[src/rtl/vcarb_pkg.sv]
// Function
// - Any software write to a VC arbitration table entry sets the read-only VC table status flag in bit 16.
// - The VC table status flag clears once hardware finishes loading the table after a load request.
// - Writing one to the load-VC-table bit applies the VC table, and that bit always reads as zero.
// - The port arbitration capability field in bits 7:0 reads 19h.
// - Time-based weighted round robin is never allowed on the default channel.
// - The advanced_packet_switching flag in bit 14 reads as zero.
// - The reject-snoop flag in bit 15 reads as zero.
// - The maximum time slots field in bits 22:16 resets to 7Fh.
// - The maximum time slots value may be replaced by an auto-loaded EEPROM value after reset.
// - The port arbitration table offset in bits 31:24 reads 04h, in sixteen_byte_unit steps.
// - Writing one to load-port-table bit 16 applies the port arbitration table.
// - The load-port-table bit is a self-clearing strobe that reads as zero.
// - The port arbitration select field in bits 19:17 accepts only 000b or 011b.
// - Any other select value is stored as 000b.
// - The VC identifier field in bits 26:24 reads 000b.
// - The VC enable bit 31 resets to one and is writable.
// Package for the VC0 arbitration register bank.
// Assumes a 12-bit byte address on a single 250 MHz clock.
package vcarb_pkg;
  localparam int ADDR_W = 12;
  localparam logic [11:0] OFF_PVC_STATUS = 12'h14C;
  localparam logic [11:0] OFF_VC0_CAP = 12'h150;
  localparam logic [11:0] OFF_VC0_CTRL = 12'h154;
  localparam int POS_VC_LOAD = 0;
  localparam int POS_VC_TBL_STATUS = 16;
  localparam int POS_PORT_LOAD = 16;
  localparam int POS_ARB_SEL = 17;
  localparam int POS_VC_EN = 31;
  localparam logic [7:0] RST_ARB_CAP = 8'h19;
  localparam logic [6:0] RST_MAX_SLOTS = 7'h7F;
  localparam logic [7:0] RST_TBL_OFFSET = 8'h04;
  localparam logic [7:0] RST_TC_MAP = 8'hFF;
  localparam logic [2:0] RST_VC_ID = 3'h0;
  localparam logic RST_VC_EN = 1'b1;
  localparam logic [2:0] SEL_DEFAULT = 3'h0;
  localparam logic [2:0] SEL_WRR128 = 3'h3;

  typedef struct packed {
    logic vc_en;
    logic [2:0] arb_sel;
    logic [7:0] tc_map;
  } vcarb_ctrl_t;

  typedef enum logic [0:0] {
    VCARB_IDLE = 1'b0,
    VCARB_LOAD = 1'b1
  } vcarb_state_t;

  function automatic logic [2:0] vcarb_sel_filter(input logic [2:0] sel);
    if (sel == SEL_WRR128)
    begin
      return SEL_WRR128;
    end
    return SEL_DEFAULT;
  endfunction : vcarb_sel_filter
endpackage : vcarb_pkg

[src/rtl/vcarb_rst_sync.sv]
// Reset synchroniser: asynchronous assert, release after two clock edges.
// Assumes the raw reset may change at any time relative to the clock.
`timescale 1ns/1ps
module vcarb_rst_sync (
  input wire logic i_clock,
  input wire logic i_rstn,
  output logic o_rstn
);
  import vcarb_pkg::*;
  logic meta_ff;
  logic sync_ff;

  always_ff @(posedge i_clock or negedge i_rstn)
  begin
    if (!i_rstn)
    begin
      meta_ff <= 1'b0;
      sync_ff <= 1'b0;
    end
    else
    begin
      meta_ff <= 1'b1;
      sync_ff <= meta_ff;
    end
  end

  assign o_rstn = sync_ff;
endmodule : vcarb_rst_sync

[src/rtl/vcarb_load_seq.sv]
// Table load sequencer: status flag, load strobe and wait for completion.
// Assumes entry-write and done inputs come from logic on the same clock.
`timescale 1ns/1ps
module vcarb_load_seq (
  input wire logic i_clock,
  input wire logic i_rstn,
  input wire logic i_entry_wr,
  input wire logic i_load_req,
  input wire logic i_load_done,
  output logic o_load,
  output logic o_status,
  output logic o_busy
);
  import vcarb_pkg::*;
  vcarb_state_t state_ff;
  logic load_ff;
  logic status_ff;

  // A request during a load is dropped; the status flag still tells software
  always_ff @(posedge i_clock or negedge i_rstn)
  begin
    if (!i_rstn)
    begin
      state_ff <= VCARB_IDLE;
    end
    else
    begin
      unique case (state_ff)
        VCARB_IDLE: if (i_load_req) state_ff <= VCARB_LOAD;
        VCARB_LOAD: if (i_load_done) state_ff <= VCARB_IDLE;
      endcase
    end
  end

  always_ff @(posedge i_clock or negedge i_rstn)
  begin
    if (!i_rstn)
    begin
      load_ff <= 1'b0;
    end
    else
    begin
      load_ff <= (state_ff == VCARB_IDLE) && i_load_req;
    end
  end

  // Set wins over clear so a late entry write is never lost
  always_ff @(posedge i_clock or negedge i_rstn)
  begin
    if (!i_rstn)
    begin
      status_ff <= 1'b0;
    end
    else if (i_entry_wr)
    begin
      status_ff <= 1'b1;
    end
    else if ((state_ff == VCARB_LOAD) && i_load_done)
    begin
      status_ff <= 1'b0;
    end
  end

  assign o_load = load_ff;
  assign o_status = status_ff;
  assign o_busy = (state_ff == VCARB_LOAD);
endmodule : vcarb_load_seq

[src/rtl/vcarb_regs.sv]
// VC0 arbitration register bank: port_vc_table_status, VC0 capability and control.
// Assumes a single-cycle strobe register port and table logic on i_clock.
`timescale 1ns/1ps
module vcarb_regs (
  input wire logic i_clock,
  input wire logic i_rstn,
  input wire logic [11:0] i_addr,
  input wire logic [31:0] i_wdata,
  input wire logic i_wr,
  input wire logic i_rd,
  input wire logic i_vc_tbl_wr,
  input wire logic i_vc_tbl_done,
  input wire logic i_port_tbl_wr,
  input wire logic i_port_tbl_done,
  input wire logic i_ee_valid,
  input wire logic [6:0] i_ee_max_slots,
  output logic [31:0] o_rdata,
  output vcarb_pkg::vcarb_ctrl_t o_ctrl,
  output logic o_vc_tbl_load,
  output logic o_port_tbl_load,
  output logic o_port_tbl_status
);
  import vcarb_pkg::*;

  logic rstn;
  logic [31:0] rdata_ff;
  logic [31:0] nxt_rdata;
  vcarb_ctrl_t ctrl_ff;
  logic [6:0] max_slots_ff;
  logic vc_status;
  logic vc_busy;
  logic port_busy;
  logic wr_pvc;
  logic wr_ctrl;
  logic vc_load_req;
  logic port_load_req;

  function automatic logic hit(input logic [11:0] addr, input logic [11:0] off);
    return addr == off;
  endfunction : hit

  vcarb_rst_sync u_rst_sync (
    .i_clock(i_clock),
    .i_rstn(i_rstn),
    .o_rstn(rstn)
  );

  assign wr_pvc = i_wr && hit(i_addr, OFF_PVC_STATUS);
  assign wr_ctrl = i_wr && hit(i_addr, OFF_VC0_CTRL);
  assign vc_load_req = wr_pvc && i_wdata[POS_VC_LOAD];
  assign port_load_req = wr_ctrl && i_wdata[POS_PORT_LOAD];

  vcarb_load_seq u_vc_seq (
    .i_clock(i_clock),
    .i_rstn(rstn),
    .i_entry_wr(i_vc_tbl_wr),
    .i_load_req(vc_load_req),
    .i_load_done(i_vc_tbl_done),
    .o_load(o_vc_tbl_load),
    .o_status(vc_status),
    .o_busy(vc_busy)
  );

  vcarb_load_seq u_port_seq (
    .i_clock(i_clock),
    .i_rstn(rstn),
    .i_entry_wr(i_port_tbl_wr),
    .i_load_req(port_load_req),
    .i_load_done(i_port_tbl_done),
    .o_load(o_port_tbl_load),
    .o_status(o_port_tbl_status),
    .o_busy(port_busy)
  );

  // Only the writable control fields are stored; reserved bits never land
  always_ff @(posedge i_clock or negedge rstn)
  begin
    if (!rstn)
    begin
      ctrl_ff.tc_map <= RST_TC_MAP;
      ctrl_ff.arb_sel <= SEL_DEFAULT;
      ctrl_ff.vc_en <= RST_VC_EN;
    end
    else if (wr_ctrl)
    begin
      ctrl_ff.tc_map <= i_wdata[7:0];
      ctrl_ff.arb_sel <= vcarb_sel_filter(i_wdata[POS_ARB_SEL+:3]);
      ctrl_ff.vc_en <= i_wdata[POS_VC_EN];
    end
  end

  // EEPROM auto-load may override the default at any time after reset
  always_ff @(posedge i_clock or negedge rstn)
  begin
    if (!rstn)
    begin
      max_slots_ff <= RST_MAX_SLOTS;
    end
    else if (i_ee_valid)
    begin
      max_slots_ff <= i_ee_max_slots;
    end
  end

  always_comb
  begin
    nxt_rdata = 32'h0;
    if (i_rd)
    begin
      if (hit(i_addr, OFF_PVC_STATUS))
      begin
        nxt_rdata[POS_VC_TBL_STATUS] = vc_status;
      end
      else if (hit(i_addr, OFF_VC0_CAP))
      begin
        nxt_rdata[7:0] = RST_ARB_CAP;
        nxt_rdata[14] = 1'b0;
        nxt_rdata[15] = 1'b0;
        nxt_rdata[22:16] = max_slots_ff;
        nxt_rdata[31:24] = RST_TBL_OFFSET;
      end
      else if (hit(i_addr, OFF_VC0_CTRL))
      begin
        nxt_rdata[7:0] = ctrl_ff.tc_map;
        nxt_rdata[POS_PORT_LOAD] = 1'b0;
        nxt_rdata[POS_ARB_SEL+:3] = ctrl_ff.arb_sel;
        nxt_rdata[26:24] = RST_VC_ID;
        nxt_rdata[POS_VC_EN] = ctrl_ff.vc_en;
      end
    end
  end

  // Read data stand for one cycle only, zero otherwise and for unmapped addresses
  always_ff @(posedge i_clock or negedge rstn)
  begin
    if (!rstn)
    begin
      rdata_ff <= 32'h0;
    end
    else
    begin
      rdata_ff <= nxt_rdata;
    end
  end

  assign o_rdata = rdata_ff;
  assign o_ctrl = ctrl_ff;

  status_set_a: assert property (
    @(posedge i_clock) disable iff (!rstn)
    i_vc_tbl_wr |=> vc_status
  ) else $error("VC table status not set after entry write");

  status_clear_a: assert property (
    @(posedge i_clock) disable iff (!rstn)
    vc_busy && i_vc_tbl_done && !i_vc_tbl_wr |=> !vc_status && !vc_busy
  ) else $error("VC table status not cleared after load done");

  status_hold_a: assert property (
    @(posedge i_clock) disable iff (!rstn)
    vc_status && !(vc_busy && i_vc_tbl_done) |=> vc_status
  ) else $error("VC table status cleared without a finished load");

  vc_load_a: assert property (
    @(posedge i_clock) disable iff (!rstn)
    vc_load_req && !vc_busy |=> o_vc_tbl_load ##1 !o_vc_tbl_load
  ) else $error("VC table load strobe wrong");

  vc_load_read_a: assert property (
    @(posedge i_clock) disable iff (!rstn)
    i_rd && hit(i_addr, OFF_PVC_STATUS) |=> o_rdata[POS_VC_LOAD] == 1'b0
  ) else $error("Load VC table bit read back as one");

  arb_cap_a: assert property (
    @(posedge i_clock) disable iff (!rstn)
    i_rd && hit(i_addr, OFF_VC0_CAP) |=> o_rdata[7:0] == 8'h19
  ) else $error("Port arbitration capability not 19h");

  sel_filter_a: assert property (
    @(posedge i_clock) disable iff (!rstn)
    wr_ctrl && i_wdata[19:17] != 3'h3 |=> o_ctrl.arb_sel == 3'h0
  ) else $error("Unsupported arbitration select stored");

  sel_keep_a: assert property (
    @(posedge i_clock) disable iff (!rstn)
    wr_ctrl && i_wdata[19:17] == 3'h3 |=> o_ctrl.arb_sel == 3'h3
  ) else $error("Weighted round robin select not stored");

  cap_flags_a: assert property (
    @(posedge i_clock) disable iff (!rstn)
    i_rd && hit(i_addr, OFF_VC0_CAP) |=> o_rdata[15:8] == 8'h0 && o_rdata[23] == 1'b0
  ) else $error("Capability flag or reserved bits set");

  max_slots_a: assert property (
    @(posedge i_clock) disable iff (!rstn)
    i_ee_valid ##1 (i_rd && hit(i_addr, OFF_VC0_CAP) && !i_ee_valid)
      |=> o_rdata[22:16] == $past(i_ee_max_slots, 2)
  ) else $error("Auto-loaded maximum time slots not reported");

  tbl_offset_a: assert property (
    @(posedge i_clock) disable iff (!rstn)
    i_rd && hit(i_addr, OFF_VC0_CAP) |=> o_rdata[31:24] == 8'h04
  ) else $error("Port arbitration table offset not 04h");

  port_load_a: assert property (
    @(posedge i_clock) disable iff (!rstn)
    port_load_req && !port_busy |=> o_port_tbl_load ##1 !o_port_tbl_load
  ) else $error("Port table load strobe wrong");

  port_load_read_a: assert property (
    @(posedge i_clock) disable iff (!rstn)
    i_rd && hit(i_addr, OFF_VC0_CTRL) |=> o_rdata[16] == 1'b0 && o_rdata[26:24] == 3'h0
  ) else $error("Load bit or VC identifier read back nonzero");

  vc_enable_a: assert property (
    @(posedge i_clock) disable iff (!rstn)
    wr_ctrl |=> o_ctrl.vc_en == $past(i_wdata[31]) && o_ctrl.tc_map == $past(i_wdata[7:0])
  ) else $error("VC enable or traffic_class_channel_map not stored");

  reserved_a: assert property (
    @(posedge i_clock) disable iff (!rstn)
    i_rd && hit(i_addr, OFF_VC0_CTRL) |=> o_rdata[15:8] == 8'h0 && o_rdata[23:20] == 4'h0
      && o_rdata[30:27] == 4'h0
  ) else $error("Reserved control bits read nonzero");

  status_rsvd_a: assert property (
    @(posedge i_clock) disable iff (!rstn)
    i_rd && hit(i_addr, OFF_PVC_STATUS) |=> o_rdata[31:17] == 15'h0 && o_rdata[15:0] == 16'h0
  ) else $error("Reserved status bits read nonzero");

  idle_rdata_a: assert property (
    @(posedge i_clock) disable iff (!rstn)
    !i_rd |=> o_rdata == 32'h0
  ) else $error("Read data driven without a read");

  status_low_a: assert property (
    @(posedge i_clock) disable iff (!rstn)
    !vc_status && !i_vc_tbl_wr |=> !vc_status
  ) else $error("VC table status set without an entry write");

  status_read_a: assert property (
    @(posedge i_clock) disable iff (!rstn)
    i_rd && hit(i_addr, OFF_PVC_STATUS) |=> o_rdata[16] == $past(vc_status)
  ) else $error("VC table status read back wrong");

  vc_busy_hold_a: assert property (
    @(posedge i_clock) disable iff (!rstn)
    vc_busy && !i_vc_tbl_done |=> vc_busy
  ) else $error("VC table load ended without done");

  vc_load_drop_a: assert property (
    @(posedge i_clock) disable iff (!rstn)
    vc_load_req && vc_busy |=> !o_vc_tbl_load
  ) else $error("VC table load strobe during a pending load");

  vc_load_only_a: assert property (
    @(posedge i_clock) disable iff (!rstn)
    !vc_load_req |=> !o_vc_tbl_load
  ) else $error("VC table load strobe without a request");

  vc_load_busy_a: assert property (
    @(posedge i_clock) disable iff (!rstn)
    o_vc_tbl_load |-> vc_busy
  ) else $error("VC table load strobe outside a load");

  vc_load_once_a: assert property (
    @(posedge i_clock) disable iff (!rstn)
    o_vc_tbl_load |=> !o_vc_tbl_load
  ) else $error("VC table load strobe longer than one cycle");

  port_status_set_a: assert property (
    @(posedge i_clock) disable iff (!rstn)
    i_port_tbl_wr |=> o_port_tbl_status
  ) else $error("Port table status not set after entry write");

  port_status_clear_a: assert property (
    @(posedge i_clock) disable iff (!rstn)
    port_busy && i_port_tbl_done && !i_port_tbl_wr |=> !o_port_tbl_status && !port_busy
  ) else $error("Port table status not cleared after load done");

  port_flag_low_a: assert property (
    @(posedge i_clock) disable iff (!rstn)
    !o_port_tbl_status && !i_port_tbl_wr |=> !o_port_tbl_status
  ) else $error("Port table status set without an entry write");

  port_busy_hold_a: assert property (
    @(posedge i_clock) disable iff (!rstn)
    port_busy && !i_port_tbl_done |=> port_busy
  ) else $error("Port table load ended without done");

  port_load_drop_a: assert property (
    @(posedge i_clock) disable iff (!rstn)
    port_load_req && port_busy |=> !o_port_tbl_load
  ) else $error("Port table load strobe during a pending load");

  port_load_only_a: assert property (
    @(posedge i_clock) disable iff (!rstn)
    !port_load_req |=> !o_port_tbl_load
  ) else $error("Port table load strobe without a request");

  port_load_busy_a: assert property (
    @(posedge i_clock) disable iff (!rstn)
    o_port_tbl_load |-> port_busy
  ) else $error("Port table load strobe outside a load");

  port_load_once_a: assert property (
    @(posedge i_clock) disable iff (!rstn)
    o_port_tbl_load |=> !o_port_tbl_load
  ) else $error("Port table load strobe longer than one cycle");

  sel_legal_a: assert property (
    @(posedge i_clock) disable iff (!rstn)
    (ctrl_ff.arb_sel == 3'h0) || (ctrl_ff.arb_sel == 3'h3)
  ) else $error("Illegal arbitration select held");

  ctrl_hold_a: assert property (
    @(posedge i_clock) disable iff (!rstn)
    !wr_ctrl |=> $stable(ctrl_ff)
  ) else $error("Control fields changed without a control write");

  ctrl_read_a: assert property (
    @(posedge i_clock) disable iff (!rstn)
    i_rd && hit(i_addr, OFF_VC0_CTRL) |=> o_rdata[7:0] == $past(ctrl_ff.tc_map)
      && o_rdata[19:17] == $past(ctrl_ff.arb_sel) && o_rdata[31] == $past(ctrl_ff.vc_en)
  ) else $error("Control fields read back wrong");

  slots_hold_a: assert property (
    @(posedge i_clock) disable iff (!rstn)
    !i_ee_valid |=> $stable(max_slots_ff)
  ) else $error("Maximum time slots changed without auto-load");

  ee_load_a: assert property (
    @(posedge i_clock) disable iff (!rstn)
    i_ee_valid |=> max_slots_ff == $past(i_ee_max_slots)
  ) else $error("Auto-loaded maximum time slots not taken");

  slots_read_a: assert property (
    @(posedge i_clock) disable iff (!rstn)
    i_rd && hit(i_addr, OFF_VC0_CAP) |=> o_rdata[22:16] == $past(max_slots_ff)
  ) else $error("Maximum time slots read back wrong");

  unmapped_read_a: assert property (
    @(posedge i_clock) disable iff (!rstn)
    i_rd && !hit(i_addr, OFF_PVC_STATUS) && !hit(i_addr, OFF_VC0_CAP) && !hit(i_addr, OFF_VC0_CTRL)
      |=> o_rdata == 32'h0
  ) else $error("Unmapped address read nonzero");
endmodule : vcarb_regs

[config.mk]
export PLATFORM = sky130hd
export DESIGN_NAME = vcarb_regs
export DESIGN_NICKNAME = d
export VERILOG_FILES = /design/src/rtl/vcarb_pkg.sv /design/src/rtl/vcarb_rst_sync.sv /design/src/rtl/vcarb_load_seq.sv /design/src/rtl/vcarb_regs.sv
export SDC_FILE = /design/constraint.sdc
export NUM_CORES = 1
export LEC_CHECK = 0
export ABC_AREA = 1
export ABC_CLOCK_PERIOD_IN_PS = 1500
export BUFFER_PORTS_ARGS = -buffer_cell sky130_fd_sc_hd__buf_2
export CAP_MARGIN = 20
export CORE_MARGIN = 2
export CORE_UTILIZATION = 30
export DETAILED_ROUTE_END_ITERATION = 6
export GPL_TIMING_DRIVEN = 1
export PLACE_DENSITY = 0.56
export SLEW_MARGIN = 25
export SYNTH_ARGS = -nofsm -noshare
export SYNTH_HDL_FRONTEND = slang
export SYNTH_SLANG_ARGS = --single-unit
[constraint.sdc]
create_clock -name i_clock -period 1.5 [get_ports i_clock]
set_input_delay 0.3 -clock i_clock [delete_from_list [all_inputs] [get_ports i_clock]]
set_output_delay 0.3 -clock i_clock [all_outputs]
set_load 0.02 [all_outputs]
==> metrics.md, run 1 <==
| Metric | Value |
|---|---|
| MaxCap Viol Count | `0` |
| DR pass1 iterations | `2` |
| DRT iter0 DRCs | `27` |
| Synth warn | `0` |
| Crit share post-route | `86.8%` |
| GRT Resource Usage Total | `10.4%` |
| Routed length per instance | `10.3 µm` |
| Critical path type | `reg2out` |
| Slew Limit Fails | `0` |
| Placed Area | `0.00226 mm²` |
| Syn avg cell area | `10.2 µm²` |
| Initial antenna violation count | `0` |
| DP HPWL | `2690 µm` |
| Multi-input logic area | `597 µm²` |
| Vias in the first global route | `1291` |
| Reg clk slew, reported paths | `0.07 ns` |
| Worst-path fanout max | `3` |
| Filler cells | `605` |
| Leak | `1.28 nW` |
| Clock Latency Late Sink | `0.29 ns` |
| First-pass GRT wire length | `5730 µm` |
| CTS tree | `built` |
| DIE WIDTH | `83.2 µm` |
| Final instance area | `0.00235 mm²` |
| PortBufs | `71` |
| Critical Path AT | `1.00 ns` |
| Drc violations | `0` |
| Max FFs per register | `17` |
| Psw | `0.000477 W` |
| CTS max path bufs | `2` |
| Count of nets after finishing | `320` |
| Clk sinks | `42` |
| FF+latch area | `0.00107 mm²` |
| Critical Path End Type | `output pin` |
| Initial core utilization | `31.4%` |
| Antenna fix cells | `0` |
| Combinational Power Share | `8.9%` |
| Seq/Total Area, Yosys | `57.0%` |
| #FFs+latches synth | `42` |
| Clock power share | `33.1%` |
| Post-DRT Antenna Nets | `0` |
| Worst hold margin | `0.188 ns` |
| Clock Skew | `0.00203 ns` |
| CP Cell Sequence | `buf_2` |
| Worst Path Required | `1.20 ns` |
| Largest stage delay on the critical path | `0.55 ns` |
| CP top delay family | `flip-flops` |
| Final setup fails | `0` |
| Die Span Y | `83.2 µm` |
| CTS resizes | `0` |
| Sw Ratio | `23.3%` |
| Startpoint types | `register` |
| Slowest cell on the critical path | `dfstp_2` |
| Cells after Synth | `184` |
| Hold Fails Final Rpt | `0` |
| Crit path time final | `1.30 ns` |
| Cts bufs inserted | `5` |
| Unrepaired setup endpoints after global routing | `no` |
| RD Place Congestion | `0.685` |
| Grt ovf | `0` |
| DRT Wirelength | `3450 µm` |
| Largest net degree at the start of global routing | `26` |
| Peak supply drop | `390 µV` |
| Mapped Area | `0.00188 mm²` |
| Buffers plus inverters on the worst setup path | `1` |
| Root Buffer Master | `clkbuf_8` |
| Worst hold path type | `reg2async` |
| IO Count | `107` |
| Synth unique cells | `28` |
| Syn-to-layout area delta | `24.8%` |
| Core ar. | `0.00599 mm²` |
| Internal power | `0.00157 W` |
| FP Rows | `28` |
| Share of layout cells above drive strength 1 | `45.6%` |
| DR vias/cell | `3.99` |
| PwrDens | `873 mW/mm²` |
| Highest Clock Rate | `768 MHz` |
| Setup TNS | `0 ns` |
| Status | `completed` |
| H-tree levels | `2` |
| Routed vias | `1339` |
| Reg power frac | `57.9%` |
| Die area | `0.00692 mm²` |
[timing repair]
item | 4_1_cts | 5_1_grt
hold buffers | 1 | 0
buffers inserted | 0 | 0
endpoints found under the hold margin | 2 | 0
[cell usage after synthesis, drive strengths merged]
library cell	number	area (µm²)
nand3b	1	7.51
a21oi	3	15.0
inv	27	104
dfstp	16	420
a21o	2	15.0
buf	20	161
mux2	3	33.8
nand2	35	146
nor2	20	143
o21ai	15	75.1
conb	2	7.51
nor3	6	30.0
nand3	5	42.5
o22ai	1	6.26
dfrtp	26	651
o21bai	1	18.8
clkbuf	1	3.75
[area by class of cell]
type	count	area share (%)
Sequential cell	42	45.7
Multi-Input combinational cell	109	25.4
Inverter	27	4.42
Timing Repair Buffer	75	17.1
Tap cell	75	4.00
Clock buffer	8	3.41
[per-stage QoR]
| step | util [%] | std cells | total power [W] | setup slack (ns) |
|---|---|---|---|---|
| floorplan | - | 199 | 0.00134 | 0.273 |
| global placement | 37.7 | 327 | 0.00139 | 0.151 |
| global route | 39.2 | 336 | 0.00216 | 0.151 |
| detailed placement | 37.7 | 327 | 0.00139 | 0.124 |
| CTS | 39.2 | 336 | 0.00208 | 0.181 |
| finish | 39.2 | 336 | 0.00205 | 0.198 |
[final timing paths]
kind | start | slack, ns | cells past startpoint | to
min in group i_clock | i_port_tbl_wr | 0.19 | 2 | u_port_seq.o_status
setup reg to reg | o_ctrl[8] | 0.63 | 4 | o_rdata[18]
max in group asynchronous | u_rst_sync.o_rstn | 0.77 | 1 | max_slots_ff[3]
setup / recovery | o_ctrl[0] | 0.20 | 1 | o_ctrl[0]
hold / removal | u_rst_sync.o_rstn | 0.19 | 0 | u_vc_seq.o_status
hold reg to reg | u_rst_sync.o_rstn | 0.19 | 0 | u_vc_seq.o_status
[layer usage]
metal	routed length [µm]	GRT usage, %	part of all wire, %	vias to the layer above
li1	-	-	-	680
met1	1470	12.1	43	597
met2	1610	17.1	47	57
met3	293	3.98	8.5	5
met4	75	4.92	2.2	0
met5	0	0	0	-
[cell usage in the layout, fill, tap and decap left out, drive strengths merged]
master / n
inv: 27
o21bai: 1
nand2: 35
a21oi: 3
clkbuf: 8
o22ai: 1
a21o: 2
dfrtp: 26
buf: 74
dlygate4sd3: 1
dfstp: 16
nor2: 20
nand3: 5
mux2: 3
nor3: 6
nand3b: 1
o21ai: 15
conb: 17
[power groups by stage]
stage          clock network, W  registers (W)  logic (W)
2_1_floorplan                 0        0.00121   0.000130
3_3_place_gp                  0        0.00121   0.000182
3_5_place_dp                  0        0.00121   0.000184
4_1_cts                0.000708        0.00119   0.000186
5_1_grt                0.000762        0.00119   0.000205
6_report               0.000679        0.00119   0.000182
[cells by family (layout without fill, tap and decap cells)]
kind of cell / Yosys count / after routing / synth area share (%)
other: 2 / 17 / 0.399
buffers and inverters: 48 / 110 / 14.3
AND/OR/NAND/NOR: 67 / 67 / 19.6
flip-flops: 42 / 42 / 57.0
multiplexers: 3 / 3 / 1.80
AO/OA/AOI/OAI: 22 / 22 / 6.92
No activity file was read; power rests on OpenSTA's default activity.
==> run 2: changes to the inputs <==
- REMOVE_ABC_BUFFERS: unset -> 1
==> run 2 against run 1 <==
  * Utilization rose by 0.063 points
  * Sequential share of layout area fell by 0.073 points
  * Largest power group unchanged
  * First-iteration DRC count fell by 30%
  * Wire length fell by 0.15%
  * Maximum frequency rose by 0.94%
  * Die area did not move
  * Sequential power barely moved
  * Highest routed layer unchanged
  * Worst setup slack improved by 0.012 ns
  * Final cell count fell by 0.30%
  * Critical path depth did not move
  * Clock power rose by 6.9%
  * Non-clock buffer count fell by 1
==> metrics.md, run 2 (synthesis results as in run 1) <==
| Metric | Value |
|---|---|
| Status | `completed` |
| Post-DRT Antenna Nets | `0` |
| Sw Ratio | `23.1%` |
| PwrDens | `891 mW/mm²` |
| FP Rows | `28` |
| Critical path type | `reg2out` |
| Combinational Power Share | `9.1%` |
| Crit path time final | `1.29 ns` |
| DR pass1 iterations | `2` |
| Drc violations | `0` |
| Postcts setup bufs | `0` |
| Critical Path End Type | `output pin` |
| First-pass GRT wire length | `5660 µm` |
| Most frequent cells in the layout | `71 x buf_2, 31 x nand2_1, 25 x dfrtp_1` |
| Root Buffer Master | `clkbuf_8` |
| Max FFs per register | `17` |
| Setup TNS | `0 ns` |
| Startpoint types | `register` |
| Reg clk slew, reported paths | `0.07 ns` |
| Non-filler cells, final | `335` |
| Leak | `1.28 nW` |
| Internal power | `0.00161 W` |
| Antenna fix cells | `0` |
| DRT Wirelength | `3440 µm` |
| Clock Latency Late Sink | `0.28 ns` |
| Final core utilization | `39.2%` |
| Placed Cells | `326` |
| Worst-path fanout max | `3` |
| Routed vias | `1327` |
| Clk sinks | `42` |
| Psw | `0.000485 W` |
| DP HPWL | `2670 µm` |
| CTS tree | `built` |
| Peak supply drop | `403 µV` |
| Final setup fails | `0` |
| Vias in the first global route | `1257` |
| Highest Clock Rate | `775 MHz` |
| CTS resizes | `0` |
| DR vias/cell | `3.96` |
| Post-cts hold buffer count | `1` |
| Routed length per instance | `10.3 µm` |
| Worst hold path type | `in2reg` |
| Most common cell after layout, fill and taps aside | `buf_2` |
| Cts bufs inserted | `5` |
| Initial core utilization | `31.4%` |
| Unrepaired setup endpoints after global routing | `no` |
| Syn-to-layout area delta | `25.0%` |
| Core ar. | `0.00599 mm²` |
| GRT Resource Usage Total | `10.3%` |
| Grt ovf | `0` |
| Pre-CTS setup slack | `0.114 ns` |
| PortBufs | `71` |
| Worst Path Required | `1.20 ns` |
| Hold Fails Final Rpt | `0` |
| Die Span Y | `83.2 µm` |
| Largest stage delay on the critical path | `0.54 ns` |
| CP top delay family | `flip-flops` |
| Crit share post-route | `86.0%` |
| Share of layout cells above drive strength 1 | `46.2%` |
| DIE WIDTH | `83.2 µm` |
| DRT iter0 DRCs | `19` |
| Filler cells | `620` |
| Count of nets after finishing | `319` |
| Clock power share | `34.7%` |
| H-tree levels | `2` |
| Die area | `0.00692 mm²` |
| Reg power frac | `56.2%` |
| CTS max path bufs | `2` |
| Slew Limit Fails | `0` |
| Worst hold margin | `0.188 ns` |
| CP Cell Sequence | `buf_2` |
| Initial antenna violation count | `0` |
| Critical Path AT | `0.99 ns` |
| Largest net degree at the start of global routing | `41` |
| MaxCap Viol Count | `0` |
| Final WS setup | `0.210 ns` |
| Buffers plus inverters on the worst setup path | `1` |
| RD Place Congestion | `0.709` |
| Slowest cell on the critical path | `dfstp_2` |
| Clock Skew | `0.00259 ns` |
| IO Count | `107` |
## run 2: changes by cell type in the layout (fill, tap and decap cells not counted), sizes merged
cell    change
clkbuf      -1
buf         -1
clkinv      +1
## run 2: power groups by stage
stage	clock, W	combinational (W)	sequential [W]
after global routing	0.000813	0.000215	0.00118
after detailed placement	0	0.000192	0.00120
after global placement	0	0.000188	0.00120
after CTS	0.000767	0.000194	0.00118
final	0.000726	0.000191	0.00118
after floorplan	0	0.0000915	0.00121
## run 2: final timing paths
check                                  startpoint                   to  slack [ns]  depth (start not counted)
worst min-delay path                i_port_tbl_wr  u_port_seq.o_status        0.19                          2
max in group asynchronous       u_rst_sync.o_rstn            o_ctrl[7]        1.01                          1
worst min register to register  u_rst_sync.o_rstn          o_rdata[22]        0.23                          1
worst max register to register          o_ctrl[8]          o_rdata[18]        0.66                          4
worst max-delay path                    o_ctrl[0]            o_ctrl[0]        0.21                          1
min in group asynchronous       u_rst_sync.o_rstn          o_rdata[22]        0.23                          1
## run 2: through the flow
step	cell area [µm²]	power [W]
6_report	2350	0.00209
3_5_place_dp	2250	0.00139
4_1_cts	2350	0.00214
2_1_floorplan	1770	0.00131
3_3_place_gp	2250	0.00139
5_1_grt	2350	0.00221
## run 2: routing by layer
| metal | vias up | wire (µm) | GRT usage [%] |
|---|---|---|---|
| met5 | - | 0 | 0 |
| met4 | 0 | 75 | 5.37 |
| met3 | 5 | 291 | 3.58 |
| met2 | 56 | 1600 | 15.5 |
| met1 | 584 | 1470 | 13.1 |
| li1 | 682 | - | - |
## run 2: final cells by class
class	instances	area (µm²)	area share (%)
multi-input combinational	109	597	25.4
tap	75	93.8	3.99
sequential	42	1070	45.6
timing repair buffer	74	393	16.7
clock inverter	1	5.00	0.213
clock buffer	7	86.3	3.67
inverter	27	104	4.42
